===== config.mk =====
export PLATFORM = sky130hd
export DESIGN_NAME = pcc_cmd_status
export DESIGN_NICKNAME = d
export VERILOG_FILES = /design/src/design/pcc_pkg.sv /design/src/design/pcc_flag_if.sv /design/src/design/pcc_w1c_flags.sv /design/src/design/pcc_cmd_status.sv
export SDC_FILE = /design/constraint.sdc
export NUM_CORES = 1
export LEC_CHECK = 0
export BUFFER_PORTS_ARGS = -buffer_cell sky130_fd_sc_hd__buf_2
export CORE_ASPECT_RATIO = 0.5
export CORE_UTILIZATION = 30
export CTS_CLUSTER_DIAMETER = 120
export DETAILED_ROUTE_END_ITERATION = 16
export SLEW_MARGIN = 40
export SYNTH_ARGS = -nofsm -noshare
export SYNTH_HDL_FRONTEND = slang
export SYNTH_SLANG_ARGS = --single-unit

===== constraint.sdc =====
create_clock -name clk_sys -period 2.4 [get_ports clk_sys]
set_clock_uncertainty 0.2 [all_clocks]
set_input_delay 0.48 -clock clk_sys [delete_from_list [all_inputs] [get_ports clk_sys]]
set_output_delay 0.48 -clock clk_sys [all_outputs]
set_load 0.005 [all_outputs]

===== src/design/pcc_pkg.sv =====
// constants for the bus command and status register bank
package pcc_pkg;

  // ****************************************************************
  // register offsets (byte address in configuration space)
  // ****************************************************************
  localparam logic [7:0]  CMD_OFFSET     = 8'h04;
  localparam logic [7:0]  STATUS_OFFSET  = 8'h06;
  localparam logic [7:0]  EXT_NINE_OFFSET = 8'h40;

  // ****************************************************************
  // command register layout
  // ****************************************************************
  localparam logic [15:0] CMD_RESET      = 16'h00A0;
  localparam logic [15:0] CMD_WR_MASK    = 16'h02A0;
  localparam int          CMD_PALETTE_BIT = 5;
  localparam int          CMD_STEP_BIT   = 7;
  localparam int          CMD_B2B_BIT    = 9;

  // ****************************************************************
  // status register layout
  // ****************************************************************
  localparam int          STAT_FB2B_BIT  = 7;
  localparam int          STAT_DEVSEL_LO = 9;
  localparam int          STAT_TABORT_BIT = 11;
  localparam int          STAT_MABORT_BIT = 12;
  localparam logic [1:0]  DEVSEL_FAST    = 2'h0;
  localparam logic [1:0]  DEVSEL_MEDIUM  = 2'h1;
  localparam logic [1:0]  DEVSEL_SLOW    = 2'h2;

  // ****************************************************************
  // sticky flags and strap synchroniser
  // ****************************************************************
  localparam int          NUM_FLAGS      = 2;
  localparam int          FLAG_TABORT    = 0;
  localparam int          FLAG_MABORT    = 1;
  localparam int          STRAP_STAGES   = 3;

endpackage : pcc_pkg


===== src/design/pcc_flag_if.sv =====
// interface between the register bank and its sticky flag cells
`timescale 1ns/1ps
interface pcc_flag_if;
  logic [1:0] setPulse;
  logic [1:0] clearMask;
  logic [1:0] flagState;

  modport owner (
    input  setPulse,
    input  clearMask,
    output flagState
  );
  modport user (
    output setPulse,
    output clearMask,
    input  flagState
  );
endinterface : pcc_flag_if


===== src/design/pcc_w1c_flags.sv =====
// sticky write-one-to-clear flag cells
`timescale 1ns/1ps
module pcc_w1c_flags
  import pcc_pkg::*;
(
  // clock and reset
  input  wire logic clk_sys,
  input  wire logic srst,
  input  wire logic clkEn,
  // flags
  pcc_flag_if.owner flags
);

  logic [NUM_FLAGS-1:0] flag_reg;
  logic [NUM_FLAGS-1:0] flag_next;

  genvar gi;
  generate
    for (gi = 0; gi < NUM_FLAGS; gi++) begin : gFlag
      // a set in the clearing cycle wins so no event is lost
      always_comb begin
        flag_next[gi] = flags.setPulse[gi] |
                        (flag_reg[gi] & ~flags.clearMask[gi]);
      end
    end
  endgenerate

  always_ff @(posedge clk_sys) begin
    if (srst) begin
      flag_reg <= '0;
    end else if (clkEn) begin
      flag_reg <= flag_next;
    end
  end

  assign flags.flagState = flag_reg;

  property p_setWins;
    @(posedge clk_sys) disable iff (srst)
      (clkEn && flags.setPulse[0]) |=> flag_reg[0];
  endproperty
  a_setWins: assert property (p_setWins)
    else $error("flag set lost against clear");

endmodule : pcc_w1c_flags


===== src/design/pcc_cmd_status.sv =====
// bus command and status register bank with strap capture
`timescale 1ns/1ps
module pcc_cmd_status
  import pcc_pkg::*;
(
  // clock, reset, enable
  input  wire logic        clk_sys,
  input  wire logic        srst,
  input  wire logic        clkEn,
  // configuration access port
  input  wire logic        cfgWrite,
  input  wire logic        cfgRead,
  input  wire logic [7:0]  cfgAddr,
  input  wire logic [1:0]  cfgByteEn,
  input  wire logic [15:0] cfgWrData,
  output logic      [15:0] cfgRdData,
  output logic             cfgRdValid,
  // master engine events
  input  wire logic        targetAbortSeen,
  input  wire logic        masterAbortSeen,
  // strap pin
  input  wire logic        memoryDataStrapSixteen,
  // controls to the bus engines
  output logic             steppingEnable,
  output logic             backToBackEnable,
  output logic             paletteClaimEn,
  output logic [1:0]       devselTiming,
  output logic             extRegNineBit0
);

  // ****************************************************************
  // strap synchroniser and capture
  // ****************************************************************
  // the chain is not reset: it must keep sampling the pin while
  // reset is held, otherwise nothing would be caught
  logic [STRAP_STAGES-1:0] strapSync_reg;
  logic [STRAP_STAGES-1:0] strapSync_next;
  logic                    strapFilt_reg;
  logic                    strapFilt_next;
  logic                    strapHeld_reg;
  logic                    strapHeld_next;

  always_comb begin
    strapSync_next = {strapSync_reg[STRAP_STAGES-2:0],
                      memoryDataStrapSixteen};
    strapFilt_next = strapFilt_reg;
    if (strapSync_reg[1] == strapSync_reg[2]) begin
      strapFilt_next = strapSync_reg[2];
    end
    strapHeld_next = strapHeld_reg;
    if (srst) begin
      strapHeld_next = strapFilt_reg;
    end
  end

  always_ff @(posedge clk_sys) begin
    if (clkEn) begin
      strapSync_reg <= strapSync_next;
      strapFilt_reg <= strapFilt_next;
      strapHeld_reg <= strapHeld_next;
    end
  end

  // ****************************************************************
  // command register
  // ****************************************************************
  logic [15:0] cmd_reg;
  logic [15:0] cmd_next;
  logic [15:0] laneMask;
  logic        cmdHit;
  logic        statusHit;
  logic        extHit;

  always_comb begin
    laneMask  = {{8{cfgByteEn[1]}}, {8{cfgByteEn[0]}}};
    cmdHit    = (cfgAddr == CMD_OFFSET);
    statusHit = (cfgAddr == STATUS_OFFSET);
    extHit    = (cfgAddr == EXT_NINE_OFFSET);
    cmd_next  = cmd_reg;
    if (cfgWrite && cmdHit) begin
      // only bits 5, 7 and 9 take a write, the rest stay zero
      cmd_next = (cmd_reg & ~(CMD_WR_MASK & laneMask)) |
                 (cfgWrData & CMD_WR_MASK & laneMask);
    end
  end

  always_ff @(posedge clk_sys) begin
    if (srst) begin
      cmd_reg <= CMD_RESET;
    end else if (clkEn) begin
      cmd_reg <= cmd_next;
    end
  end

  // ****************************************************************
  // status register
  // ****************************************************************
  pcc_flag_if flagBus ();

  pcc_w1c_flags uFlags (
    .clk_sys (clk_sys),
    .srst    (srst),
    .clkEn   (clkEn),
    .flags   (flagBus.owner)
  );

  logic [15:0] statusWord;
  logic [1:0]  devselCode;
  logic        statusWrHi;

  always_comb begin
    devselCode = strapHeld_reg ? DEVSEL_SLOW : DEVSEL_MEDIUM;
    statusWrHi = cfgWrite && statusHit && cfgByteEn[1];
    flagBus.setPulse[FLAG_TABORT] = targetAbortSeen;
    flagBus.setPulse[FLAG_MABORT] = masterAbortSeen;
    // a one clears, a zero leaves the flag alone
    flagBus.clearMask[FLAG_TABORT] =
      statusWrHi && cfgWrData[STAT_TABORT_BIT];
    flagBus.clearMask[FLAG_MABORT] =
      statusWrHi && cfgWrData[STAT_MABORT_BIT];
    statusWord = 16'h0000;
    statusWord[STAT_FB2B_BIT] = 1'b1;
    statusWord[STAT_DEVSEL_LO +: 2] = devselCode;
    statusWord[STAT_TABORT_BIT] = flagBus.flagState[FLAG_TABORT];
    statusWord[STAT_MABORT_BIT] = flagBus.flagState[FLAG_MABORT];
  end

  // ****************************************************************
  // read path and control outputs
  // ****************************************************************
  logic [15:0] rdData_reg;
  logic [15:0] rdData_next;
  logic        rdValid_reg;
  logic        rdValid_next;
  logic        step_reg;
  logic        step_next;
  logic        b2b_reg;
  logic        b2b_next;
  logic        palClaim_reg;
  logic        palClaim_next;
  logic [1:0]  devsel_reg;
  logic [1:0]  devsel_next;
  logic        extNine_reg;
  logic        extNine_next;

  always_comb begin
    rdValid_next = cfgRead;
    rdData_next  = 16'h0000;
    if (cfgRead) begin
      if (cmdHit) begin
        rdData_next = cmd_reg & laneMask;
      end else if (statusHit) begin
        rdData_next = statusWord & laneMask;
      end else if (extHit) begin
        rdData_next = {15'h0000, strapHeld_reg} & laneMask;
      end
    end
    step_next     = cmd_next[CMD_STEP_BIT];
    b2b_next      = cmd_next[CMD_B2B_BIT];
    palClaim_next = ~cmd_next[CMD_PALETTE_BIT];
    devsel_next   = devselCode;
    extNine_next  = strapHeld_reg;
  end

  always_ff @(posedge clk_sys) begin
    if (srst) begin
      rdData_reg   <= 16'h0000;
      rdValid_reg  <= 1'b0;
      step_reg     <= CMD_RESET[CMD_STEP_BIT];
      b2b_reg      <= CMD_RESET[CMD_B2B_BIT];
      palClaim_reg <= ~CMD_RESET[CMD_PALETTE_BIT];
      devsel_reg   <= DEVSEL_MEDIUM;
      extNine_reg  <= 1'b0;
    end else if (clkEn) begin
      rdData_reg   <= rdData_next;
      rdValid_reg  <= rdValid_next;
      step_reg     <= step_next;
      b2b_reg      <= b2b_next;
      palClaim_reg <= palClaim_next;
      devsel_reg   <= devsel_next;
      extNine_reg  <= extNine_next;
    end
  end

  always_comb begin
    cfgRdData        = rdData_reg;
    cfgRdValid       = rdValid_reg;
    steppingEnable   = step_reg;
    backToBackEnable = b2b_reg;
    paletteClaimEn   = palClaim_reg;
    devselTiming     = devsel_reg;
    extRegNineBit0   = extNine_reg;
  end

  // ****************************************************************
  // checks
  // ****************************************************************
  property p_stepWrite;
    @(posedge clk_sys) disable iff (srst)
      (clkEn && cfgWrite && cmdHit && cfgByteEn[0])
        |=> steppingEnable == $past(cfgWrData[CMD_STEP_BIT]);
  endproperty
  a_stepWrite: assert property (p_stepWrite)
    else $error("stepping enable does not follow command write");

  property p_b2bWrite;
    @(posedge clk_sys) disable iff (srst)
      (clkEn && cfgWrite && cmdHit && cfgByteEn[1])
        |=> backToBackEnable == $past(cfgWrData[CMD_B2B_BIT]);
  endproperty
  a_b2bWrite: assert property (p_b2bWrite)
    else $error("back-to-back enable does not follow command write");

  property p_cmdReset;
    @(posedge clk_sys)
      $fell(srst) |-> (cmd_reg == CMD_RESET) && steppingEnable &&
                      !backToBackEnable;
  endproperty
  a_cmdReset: assert property (p_cmdReset)
    else $error("command register not at default after reset");

  property p_noSwSet;
    @(posedge clk_sys) disable iff (srst)
      (clkEn && !targetAbortSeen && !statusWord[STAT_TABORT_BIT])
        |=> !statusWord[STAT_TABORT_BIT];
  endproperty
  a_noSwSet: assert property (p_noSwSet)
    else $error("target abort flag set without an event");

  property p_statusRead;
    @(posedge clk_sys) disable iff (srst)
      (clkEn && cfgRead && statusHit && cfgByteEn == 2'h3)
        |=> cfgRdValid && cfgRdData == $past(statusWord);
  endproperty
  a_statusRead: assert property (p_statusRead)
    else $error("status read returned wrong contents");

  property p_fb2bOne;
    @(posedge clk_sys) disable iff (srst)
      statusWord[STAT_FB2B_BIT] && statusWord[6:0] == 7'h00 &&
      !statusWord[8] && cmd_reg[15:10] == 6'h00;
  endproperty
  a_fb2bOne: assert property (p_fb2bOne)
    else $error("fixed or reserved status bits wrong");

  property p_devsel;
    @(posedge clk_sys) disable iff (srst)
      ##1 devselTiming == (extRegNineBit0 ? DEVSEL_SLOW : DEVSEL_MEDIUM)
        || !$past(clkEn);
  endproperty
  a_devsel: assert property (p_devsel)
    else $error("devsel timing disagrees with captured strap");

  property p_tabort;
    @(posedge clk_sys) disable iff (srst)
      (clkEn && targetAbortSeen) |=> statusWord[STAT_TABORT_BIT];
  endproperty
  a_tabort: assert property (p_tabort)
    else $error("target abort not recorded");

  property p_mabort;
    @(posedge clk_sys) disable iff (srst)
      (clkEn && masterAbortSeen) |=> statusWord[STAT_MABORT_BIT]
        ##1 (statusWord[STAT_MABORT_BIT] || $past(statusWrHi));
  endproperty
  a_mabort: assert property (p_mabort)
    else $error("master abort flag not held");

  property p_palette;
    @(posedge clk_sys) disable iff (srst)
      (clkEn && cfgWrite && cmdHit && cfgByteEn[0])
        |=> paletteClaimEn != $past(cfgWrData[CMD_PALETTE_BIT]);
  endproperty
  a_palette: assert property (p_palette)
    else $error("palette claim does not follow command bit 5");

  property p_tabortClear;
    @(posedge clk_sys) disable iff (srst)
      (clkEn && statusWrHi && cfgWrData[STAT_TABORT_BIT] &&
       !targetAbortSeen) |=> !statusWord[STAT_TABORT_BIT];
  endproperty
  a_tabortClear: assert property (p_tabortClear)
    else $error("target abort flag not cleared by a one");

  property p_unmapped;
    @(posedge clk_sys) disable iff (srst)
      (clkEn && cfgRead && !cmdHit && !statusHit && !extHit)
        |=> cfgRdValid && cfgRdData == 16'h0000;
  endproperty
  a_unmapped: assert property (p_unmapped)
    else $error("unmapped read returned nonzero data");

  property p_ctlFreeze;
    @(posedge clk_sys) disable iff (srst)
      !clkEn |=> $stable(steppingEnable) && $stable(backToBackEnable) &&
                 $stable(paletteClaimEn) && $stable(cfgRdValid);
  endproperty
  a_ctlFreeze: assert property (p_ctlFreeze)
    else $error("controls moved while the clock enable was low");

  // the captured strap may only move on the first edge after reset
  property p_strapStill;
    @(posedge clk_sys) disable iff (srst)
      ($changed(extRegNineBit0) || $changed(devselTiming))
        |-> $past(srst, 2);
  endproperty
  a_strapStill: assert property (p_strapStill)
    else $error("captured strap changed outside reset");

endmodule : pcc_cmd_status


==> results.py, run 1 <==
metrics = {
    "logic_synthesis": {
        "async_flop_share_pct": 0,
        "synth-edff-count": 5,
        "synth.most_common_cell": "dfxtp_1",
        "synth_ff_type": "dfxtp_1",
        "ys_warn_count": 0,
        "synth_area_leaders": "dfxtp_1 (31%), edfxtp_1 (14%), buf_4 (7.2%), nor4b_4 (6.8%), a21oi_1 (5.3%)",
        "postSynthAreaPerCell_um2": 9.89,
        "synth_top_area_cell": "dfxtp_1",
        "ys_ff_latch": 21,
        "yosysSeqAreaShare_pct": 44.9,
        "netlist_top_cells_count": "dfxtp_1 (16), a21oi_1 (11), nand2_1 (11)",
        "netlist.area_leader.share_pct": 30.5,
        "synthCells": 106,
        "synth.distinct_cells": 30,
        "syn_area_um2": 1050,
    },
    "min_path": {
        "whs_path_depth": 1,
        "holdCritStartpoint": "memoryDataStrapSixteen",
        "hold_end": "strapSync_reg[0]$_DFFE_PP_",
        "min_path_type": "input pin to flop",
    },
    "placed_design": {
        "placed_area_um2": 1210,
        "port_buffers": 36,
        "gp_congestion": 0.703,
        "hpwl_mm": 1.58,
    },
    "power_and_ir_drop": {
        "clkPwrFrac_pct": 34.4,
        "combPwrFrac_pct": 10.4,
        "worst_ir_drop_vdd_uv": 155,
        "power_density_nw_per_um2": 548,
        "power_frac_seq_pct": 55.1,
        "switching_share_pct": 24.4,
        "leakage_nw": 0.529,
        "cellInternalPower_w": 0.000519,
        "p_sw_w": 0.000167,
    },
    "worst_setup_path": {
        "crit_fanout": 11,
        "start_kind": "input pin",
        "r2r-start": "cmd_reg[5]$_SDFFE_PP1P_",
        "r2r_end": "paletteClaimEn$_SDFFE_PP0P_",
        "cp.required_ns": 2.40,
        "worstPathArrival_ns": 1.72,
        "end_kind": "flop",
        "worstSetupPathType": "input pin to flop",
        "rr_worst_depth": 3,
        "rrSetupSlack_ns": 1.07,
    },
    "grt": {
        "grt_usage_pct": 12.5,
        "grt_max_degree": 22,
        "grt_pass1_vias": 793,
        "gr-total-overflow": 0,
        "antenna_found_initial": 0,
        "grt_pass1_wl_mm": 3.54,
    },
    "timing": {
        "worst_slew_pin_slew_ns": 0.584,
        "setup_tns_ns": 0,
        "finalHoldViolCount": 0,
        "slew_headroom_pct": 60.9,
        "fin_crit_sh_pct": 71.5,
        "fmax_mhz": 583,
        "drv_slew": 0,
        "min_period_ns": 1.72,
        "rsz0062_at_grt": "no",
        "report.final.setup_viol": 0,
    },
    "die": {
        "io_pins": 57,
        "die_w_um": 85.6,
        "core_area_um2": 3150,
        "die-area_um2": 3750,
        "die_h_um": 43.8,
        "initial_core_util_pct": 33.3,
        "row_count": 14,
    },
    "clock_network": {
        "htreeDepth": 1,
        "ctsLongestPathBuffers": 2,
        "cts_root_buf": "clkbuf_8",
        "holdBufCountCts": 0,
        "cts_resized": 0,
        "postCtsSetupRepairBufs": 0,
        "clkLatencyLatePin_ns": 0.26,
        "cts_tree": "done",
        "clock-sinks": 21,
        "cts_buffers": 3,
        "clk_pin_slew_ns": 0.08,
    },
    "cells_and_area": {
        "fin_area_um2": 1250,
        "drive_gt1_share_pct": 33.8,
        "largest_register_ffs": 7,
        "nets": 174,
        "antenna_cells": 0,
        "fin_util_pct": 39.7,
        "nFillCells": 327,
        "area_delta_synth_final_pct": 19.5,
    },
    "drt": {
        "drt_iter0_markers": 41,
        "dr.pass1.iters": 4,
        "antenna_left": 0,
        "routed_wirelength_mm": 2.18,
        "num_vias": 851,
        "wire_per_inst_um": 12.2,
        "post-route-drc-count": 0,
        "drt-vias-per-instance": 4.75,
    },
    "outcome": {
        "status": "finished clean",
    },
    "flow_run": {
        "max-cap-violations": 0,
    },
}
placed cells by master (no fill, tap or decap), drive strengths merged, types with 2 or more instances in the layout:
| cell type | n |
|---|---|
| a21oi | 11 |
| nor2b | 2 |
| and4 | 3 |
| nor3b | 2 |
| dfxtp | 16 |
| nor2 | 6 |
| nand4 | 6 |
| a311oi | 2 |
| clkbuf | 3 |
| and2 | 6 |
| mux2i | 3 |
| buf | 36 |
| nand2 | 11 |
| conb | 9 |
| edfxtp | 5 |
| nor4b | 3 |
| clkinv | 2 |
| nand2b | 3 |
| o2111ai | 2 |
metal layers:
metal,vias up,GRT usage [%],share of wire (%)
met5,-,0,0
met4,0,5.00,0.46
met3,3,4.19,3.9
met2,22,20.8,48
met1,399,15.3,48
li1,427,-,-
worst max path at each step:
stage | slack, ns | depth (start not counted) | start | to
final | 0.68 | 4 | cfgAddr[3] | cmd_reg[5]$_SDFFE_PP1P_
after global routing | 0.63 | 4 | cfgAddr[3] | flop
after CTS | 0.71 | 4 | cfgAddr[3] | cmd_reg[5]$_SDFFE_PP1P_
after detailed placement | 0.42 | 4 | cfgAddr[3] | cmd_reg[5]$_SDFFE_PP1P_
after global placement | 0.42 | 4 | cfgAddr[3] | flop
after floorplan | 0.80 | 4 | cfgAddr[3] | paletteClaimEn$_SDFFE_PP0P_
worst max-delay path, stage by stage:
cell and delay [ns]:
buf_2 0.12, nor4b_4 0.57, and4_2 0.37, mux2i_1 0.17
cell type report:
class / instances / area (µm²) / share of cell area [%]
Clock buffer: 3 / 41.3 / 3.30
Clock inverter: 1 / 5.00 / 0.400
Inverter: 2 / 7.51 / 0.599
Multi-Input combinational cell: 76 / 498 / 39.8
Sequential cell: 21 / 470 / 37.6
Tap cell: 40 / 50.0 / 4.00
Timing Repair Buffer: 36 / 180 / 14.4
power groups by stage:
| stage | combinational (W) | clock [W] | sequential, W |
|---|---|---|---|
| floorplan | 0.0000482 | 0 | 0.000385 |
| global placement | 0.0000710 | 0 | 0.000386 |
| detailed placement | 0.0000719 | 0 | 0.000387 |
| CTS | 0.0000720 | 0.000244 | 0.000378 |
| global route | 0.0000798 | 0.000261 | 0.000379 |
| finish | 0.0000717 | 0.000236 | 0.000378 |
metrics by stage:
step	hold WS [ns]	total power (W)	cells	setup slack [ns]
finish	0.187	0.000686	179	0.684
global route	0.173	0.000720	179	0.628
CTS	0.180	0.000694	179	0.708
detailed placement	0.212	0.000458	175	0.422
global placement	0.206	0.000457	175	0.424
floorplan	0.200	0.000433	114	0.804
cells by family after synthesis:
logic type / synth area share, %
compound gates: 10.9
xor+xnor: 0.835
buf+inv: 10.5
flops: 44.9
mux: 2.86
other cells: 0.358
simple gates: 29.7
No activity file was read; power rests on OpenSTA's default activity.
==> run 2: changes to the inputs <==
- clock period: 2.4 -> 1.4 ns (I/O delays scaled with it)
==> run 2 against run 1 <==
Compared with the run above: sequential cell count stayed put; global-route usage is 0.094 points higher; cell count is 5.0% higher; hold slack worse by 0.18 ns; highest routed layer unchanged.
==> results.py, run 2 (synthesized netlist as in run 1, its figures left out) <==
metrics = {
    "outcome": {
        "status": "finished clean",
    },
    "die": {
        "initial_core_util_pct": 33.3,
        "row_count": 14,
        "die-area_um2": 3750,
        "core_area_um2": 3150,
        "die_w_um": 85.6,
        "die_h_um": 43.8,
        "io_pins": 57,
    },
    "drt": {
        "drt_iter0_markers": 31,
        "antenna_left": 0,
        "drt-vias-per-instance": 4.58,
        "dr.pass1.iters": 4,
        "wire_per_inst_um": 11.8,
        "routed_wirelength_mm": 2.22,
        "num_vias": 861,
        "post-route-drc-count": 0,
    },
    "worst_setup_path": {
        "crit_start": "cmd_reg[5]$_SDFFE_PP1P_",
        "r2r-start": "cmd_reg[5]$_SDFFE_PP1P_",
        "crit_fanout": 3,
        "cp.required_ns": 1.41,
        "end_kind": "flop",
        "worstSetupPathType": "flop to flop",
        "rrSetupSlack_ns": 0.06,
        "worstPathArrival_ns": 1.35,
        "start_kind": "flop",
    },
    "min_path": {
        "min_path_type": "input pin to flop",
        "holdCritStartpoint": "cfgWrData[12]",
    },
    "cells_and_area": {
        "fin_cells": 188,
        "nets": 183,
        "mostFrequentLayoutCells": "buf_2 (36), dfxtp_1 (16), a21oi_1 (11), nand2_1 (11), conb_1 (9)",
        "largest_register_ffs": 7,
        "antenna_cells": 0,
        "layout_commonest_cell": "buf_2",
        "nFillCells": 322,
        "area_delta_synth_final_pct": 26.0,
        "drive_gt1_share_pct": 36.5,
    },
    "clock_network": {
        "cts_resized": 0,
        "holdBufCountCts": 1,
        "clkLatencyLatePin_ns": 0.26,
        "clk_pin_slew_ns": 0.08,
        "cts_root_buf": "clkbuf_8",
        "cts_tree": "done",
        "postCtsSetupRepairBufs": 0,
        "ctsLongestPathBuffers": 2,
        "htreeDepth": 1,
        "cts_buffers": 3,
        "clock-sinks": 21,
    },
    "placed_design": {
        "dp.cells": 183,
        "gp_congestion": 0.731,
        "port_buffers": 36,
        "hpwl_mm": 1.69,
        "pre_cts_slack_ns": -0.139,
    },
    "power_and_ir_drop": {
        "total_power_w": 0.00118,
        "worst_ir_drop_vdd_uv": 352,
        "power_density_nw_per_um2": 893,
        "leakage_nw": 0.571,
    },
    "timing": {
        "fin_crit_sh_pct": 95.7,
        "setup_ws_ns": 0.0607,
        "fmax_mhz": 747,
        "finalHoldViolCount": 0,
        "report.final.setup_viol": 0,
        "rsz0062_at_grt": "no",
        "drv_slew": 0,
        "min_period_ns": 1.34,
    },
    "grt": {
        "top_usage_layer": "met2",
        "grt_pass1_vias": 800,
        "antenna_found_initial": 0,
        "grt_pass1_wl_mm": 3.59,
        "grt_max_degree": 21,
        "gr-total-overflow": 0,
        "use_met2_pct": 22.6,
        "grtUsageMet3_pct": 4.19,
        "use_met1_pct": 15.0,
        "grt_usage_pct": 12.6,
    },
    "flow_run": {
        "max-cap-violations": 0,
    },
}
-- run 2: cell types whose count changed in the layout (fill, tap and decap cells not counted) --
cell,previous run,this run
clkbuf_1,0,1
clkinv_2,1,0
dlygate4sd3_1,0,1
buf_4,0,8
-- run 2: stage by stage --
step                cell area, µm²  utilization [%]  setup TNS, ns  hold WS (ns)
finish                        1320             41.9              0        0.0103
global route                  1320             41.9              0        0.0123
CTS                           1320             41.9              0       0.00675
detailed placement            1270             40.2          -1.44         0.207
global placement              1270             40.2          -1.40         0.202
floorplan                     1080                -              0         0.179
-- run 2: final timing paths --
check,endpoint,cells after the start
setup / recovery,paletteClaimEn$_SDFFE_PP0P_,3
hold / removal,uFlags.flags.flagState[1]$_SDFFE_PP0P_,2
setup reg to reg,paletteClaimEn$_SDFFE_PP0P_,3
hold reg to reg,extNine_next$_DFFE_PP_,0
-- run 2: area by class of cell --
type                            instances  area, µm²  share of cell area, %
Tap cell                               40       50.0                   3.79
Timing Repair Buffer                   45        250                   18.9
Sequential cell                        21        470                   35.6
Clock buffer                            4       45.0                   3.41
Inverter                                2       7.51                  0.568
Multi-Input combinational cell         76        498                   37.7
-- run 2: layer usage --
metal  up-vias  wire length, µm  part of all wire [%]
met4         0               23                   1.0
met5         -                0                     0
li1        446                -                     -
met1       390             1020                    46
met2        23             1070                    48
met3         2              102                   4.6
-- run 2: critical path: stages (launching register included) --
cell	delay, ns
dfxtp_1	0.33
or3b_2	0.46
a41oi_1	0.18
a311o_1	0.13
-- run 2: power by group --
group	switching (W)	internal, W	total [W]
combinational	0.0000737	0.0000649	0.000139
clock	0.000191	0.000202	0.000393
sequential	0.00000878	0.000639	0.000648
==> run 3: changes to the inputs <==
- CORE_UTILIZATION: 30 -> 39
- PLACE_DENSITY: unset -> 0.74
==> run 3 against run 2 <==
Compared with the run above: power up 1.5%; sequential cell count unchanged; count of clock-buffer cells in the layout unchanged; clock power up 3%; hold slack better by 0.00055 ns; cell count fell by 1.1%; largest cell class unchanged; highest routed layer unchanged.
==> results.py, run 3 (synthesized netlist as in run 1, its figures left out) <==
metrics = {
    "grt": {
        "gr-total-overflow": 0,
        "grt_pass1_vias": 799,
        "grt_max_degree": 21,
        "grt_pass1_wl_mm": 3.57,
        "grt_usage_pct": 17.7,
        "antenna_found_initial": 0,
    },
    "worst_setup_path": {
        "worstPathArrival_ns": 1.37,
        "start_kind": "flop",
        "crit_chain": "or3b_2 > a41oi_2 > a311o_1",
        "cp_slowest_cell": "or3b_2",
        "crit_fanout": 3,
        "end_kind": "flop",
        "worstSetupPathType": "flop to flop",
        "cp.required_ns": 1.41,
        "max_stage_delay_ns": 0.48,
    },
    "drt": {
        "dr.pass1.iters": 4,
        "wire_per_inst_um": 12.9,
        "drt_iter0_markers": 61,
        "routed_wirelength_mm": 2.40,
        "drt-vias-per-instance": 4.97,
        "antenna_left": 0,
        "post-route-drc-count": 0,
        "num_vias": 925,
    },
    "clock_network": {
        "cts_tree": "done",
        "cts_buffers": 3,
        "ctsLongestPathBuffers": 2,
        "clk_pin_slew_ns": 0.08,
        "clkLatencyLatePin_ns": 0.26,
        "cts_root_buf": "clkbuf_8",
        "clock-sinks": 21,
        "htreeDepth": 1,
    },
    "power_and_ir_drop": {
        "worst_ir_drop_vdd_uv": 371,
        "p_sw_w": 0.000286,
        "power_density_nw_per_um2": 889,
        "power_frac_seq_pct": 54.0,
        "clkPwrFrac_pct": 33.6,
        "leakage_nw": 0.586,
        "cellInternalPower_w": 0.000912,
        "switching_share_pct": 23.9,
        "total_power_w": 0.00120,
        "combPwrFrac_pct": 12.3,
    },
    "placed_design": {
        "port_buffers": 36,
        "hpwl_mm": 1.72,
        "placed_area_um2": 1270,
        "gp_congestion": 0.765,
    },
    "cells_and_area": {
        "layout_commonest_cell": "buf_2",
        "largest_register_ffs": 7,
        "nFillCells": 227,
        "antenna_cells": 0,
        "area_delta_synth_final_pct": 28.5,
        "fin_area_um2": 1350,
        "mostFrequentLayoutCells": "buf_2 (36), dfxtp_1 (16), a21oi_1 (11), nand2_1 (11), buf_4 (10)",
        "nets": 186,
        "drive_gt1_share_pct": 37.7,
    },
    "die": {
        "row_count": 12,
        "initial_core_util_pct": 44.2,
        "die_w_um": 75.3,
        "die_h_um": 38.7,
        "die-area_um2": 2910,
        "io_pins": 57,
        "core_area_um2": 2370,
    },
    "timing": {
        "min_period_ns": 1.36,
        "fin_crit_sh_pct": 97.2,
        "fmax_mhz": 735,
        "report.final.setup_viol": 0,
        "finalHoldViolCount": 0,
        "drv_slew": 0,
    },
    "outcome": {
        "status": "finished clean",
    },
    "min_path": {
        "min_path_type": "input pin to flop",
    },
    "flow_run": {
        "max-cap-violations": 0,
    },
}
-- run 3: routing by layer --
layer	part of all wire (%)	track usage [%]	vias to the layer above	routed length [µm]
met2	48	30.1	48	1160
met3	8.3	5.73	6	200
met1	41	20.9	422	994
met4	1.7	7.41	0	41
li1	-	-	449	-
met5	0	0	-	0
-- run 3: critical path, delay by kind of cell (launching register included) --
family	cells	cell delay (ns)
DFF	1	0.33
AOI/OAI and AO/OA	2	0.29
and+or+nand+nor	1	0.48
-- run 3: cell type report --
type | instances | area (µm²) | area share [%]
multi-input combinational | 76 | 505 | 37.5
clock buffer | 4 | 45.0 | 3.34
sequential | 21 | 470 | 34.9
inverter | 2 | 7.51 | 0.557
tap | 35 | 43.8 | 3.25
timing repair buffer | 48 | 275 | 20.4
-- run 3: power groups by stage --
stage	Clock, W	Combinational [W]	Sequential [W]
final	0.000403	0.000148	0.000647
after CTS	0.000416	0.000144	0.000648
after detailed placement	0	0.000140	0.000662
after global placement	0	0.000136	0.000661
after global routing	0.000444	0.000162	0.000649
after floorplan	0	0.0000827	0.000660
-- run 3: path summary, 6_finish.rpt --
| path | startpoint | to | slack (ns) | depth (start not counted) |
|---|---|---|---|---|
| worst max register to register | cmd_reg[5]$_SDFFE_PP1P_ | paletteClaimEn$_SDFFE_PP0P_ | 0.04 | 3 |
| worst max-delay path | cmd_reg[5]$_SDFFE_PP1P_ | paletteClaimEn$_SDFFE_PP0P_ | 0.04 | 3 |
| worst min register to register | strapSync_reg[0]$_DFFE_PP_ | strapSync_reg[1]$_DFFE_PP_ | 0.22 | 0 |
| worst min-delay path | cfgWrData[12] | uFlags.flags.flagState[1]$_SDFFE_PP0P_ | 0.01 | 2 |
-- run 3: metrics by stage --
| stage | setup TNS, ns | setup slack [ns] | hold slack, ns | util (%) | instances |
|---|---|---|---|---|---|
| 4_1_cts | 0 | 0.0584 | 0.00403 | 56.1 | 185 |
| 3_3_place_gp | -0.900 | -0.144 | 0.203 | 53.7 | 180 |
| 3_5_place_dp | -1.24 | -0.155 | 0.208 | 53.7 | 180 |
| 5_1_grt | -0.00187 | -0.00187 | 0.00383 | 56.8 | 186 |
| 6_report | 0 | 0.0393 | 0.0109 | 56.8 | 186 |
| 2_1_floorplan | 0 | 0.00371 | 0.179 | - | 114 |
-- run 3: timing repair --
item / 4_1_cts / 5_1_grt
setup buffers: 0 / 0
gates resized for setup: 0 / 1
endpoints found under the hold margin: 1 / 1
endpoints found under the setup margin: 0 / 1
hold buffers: 1 / 1
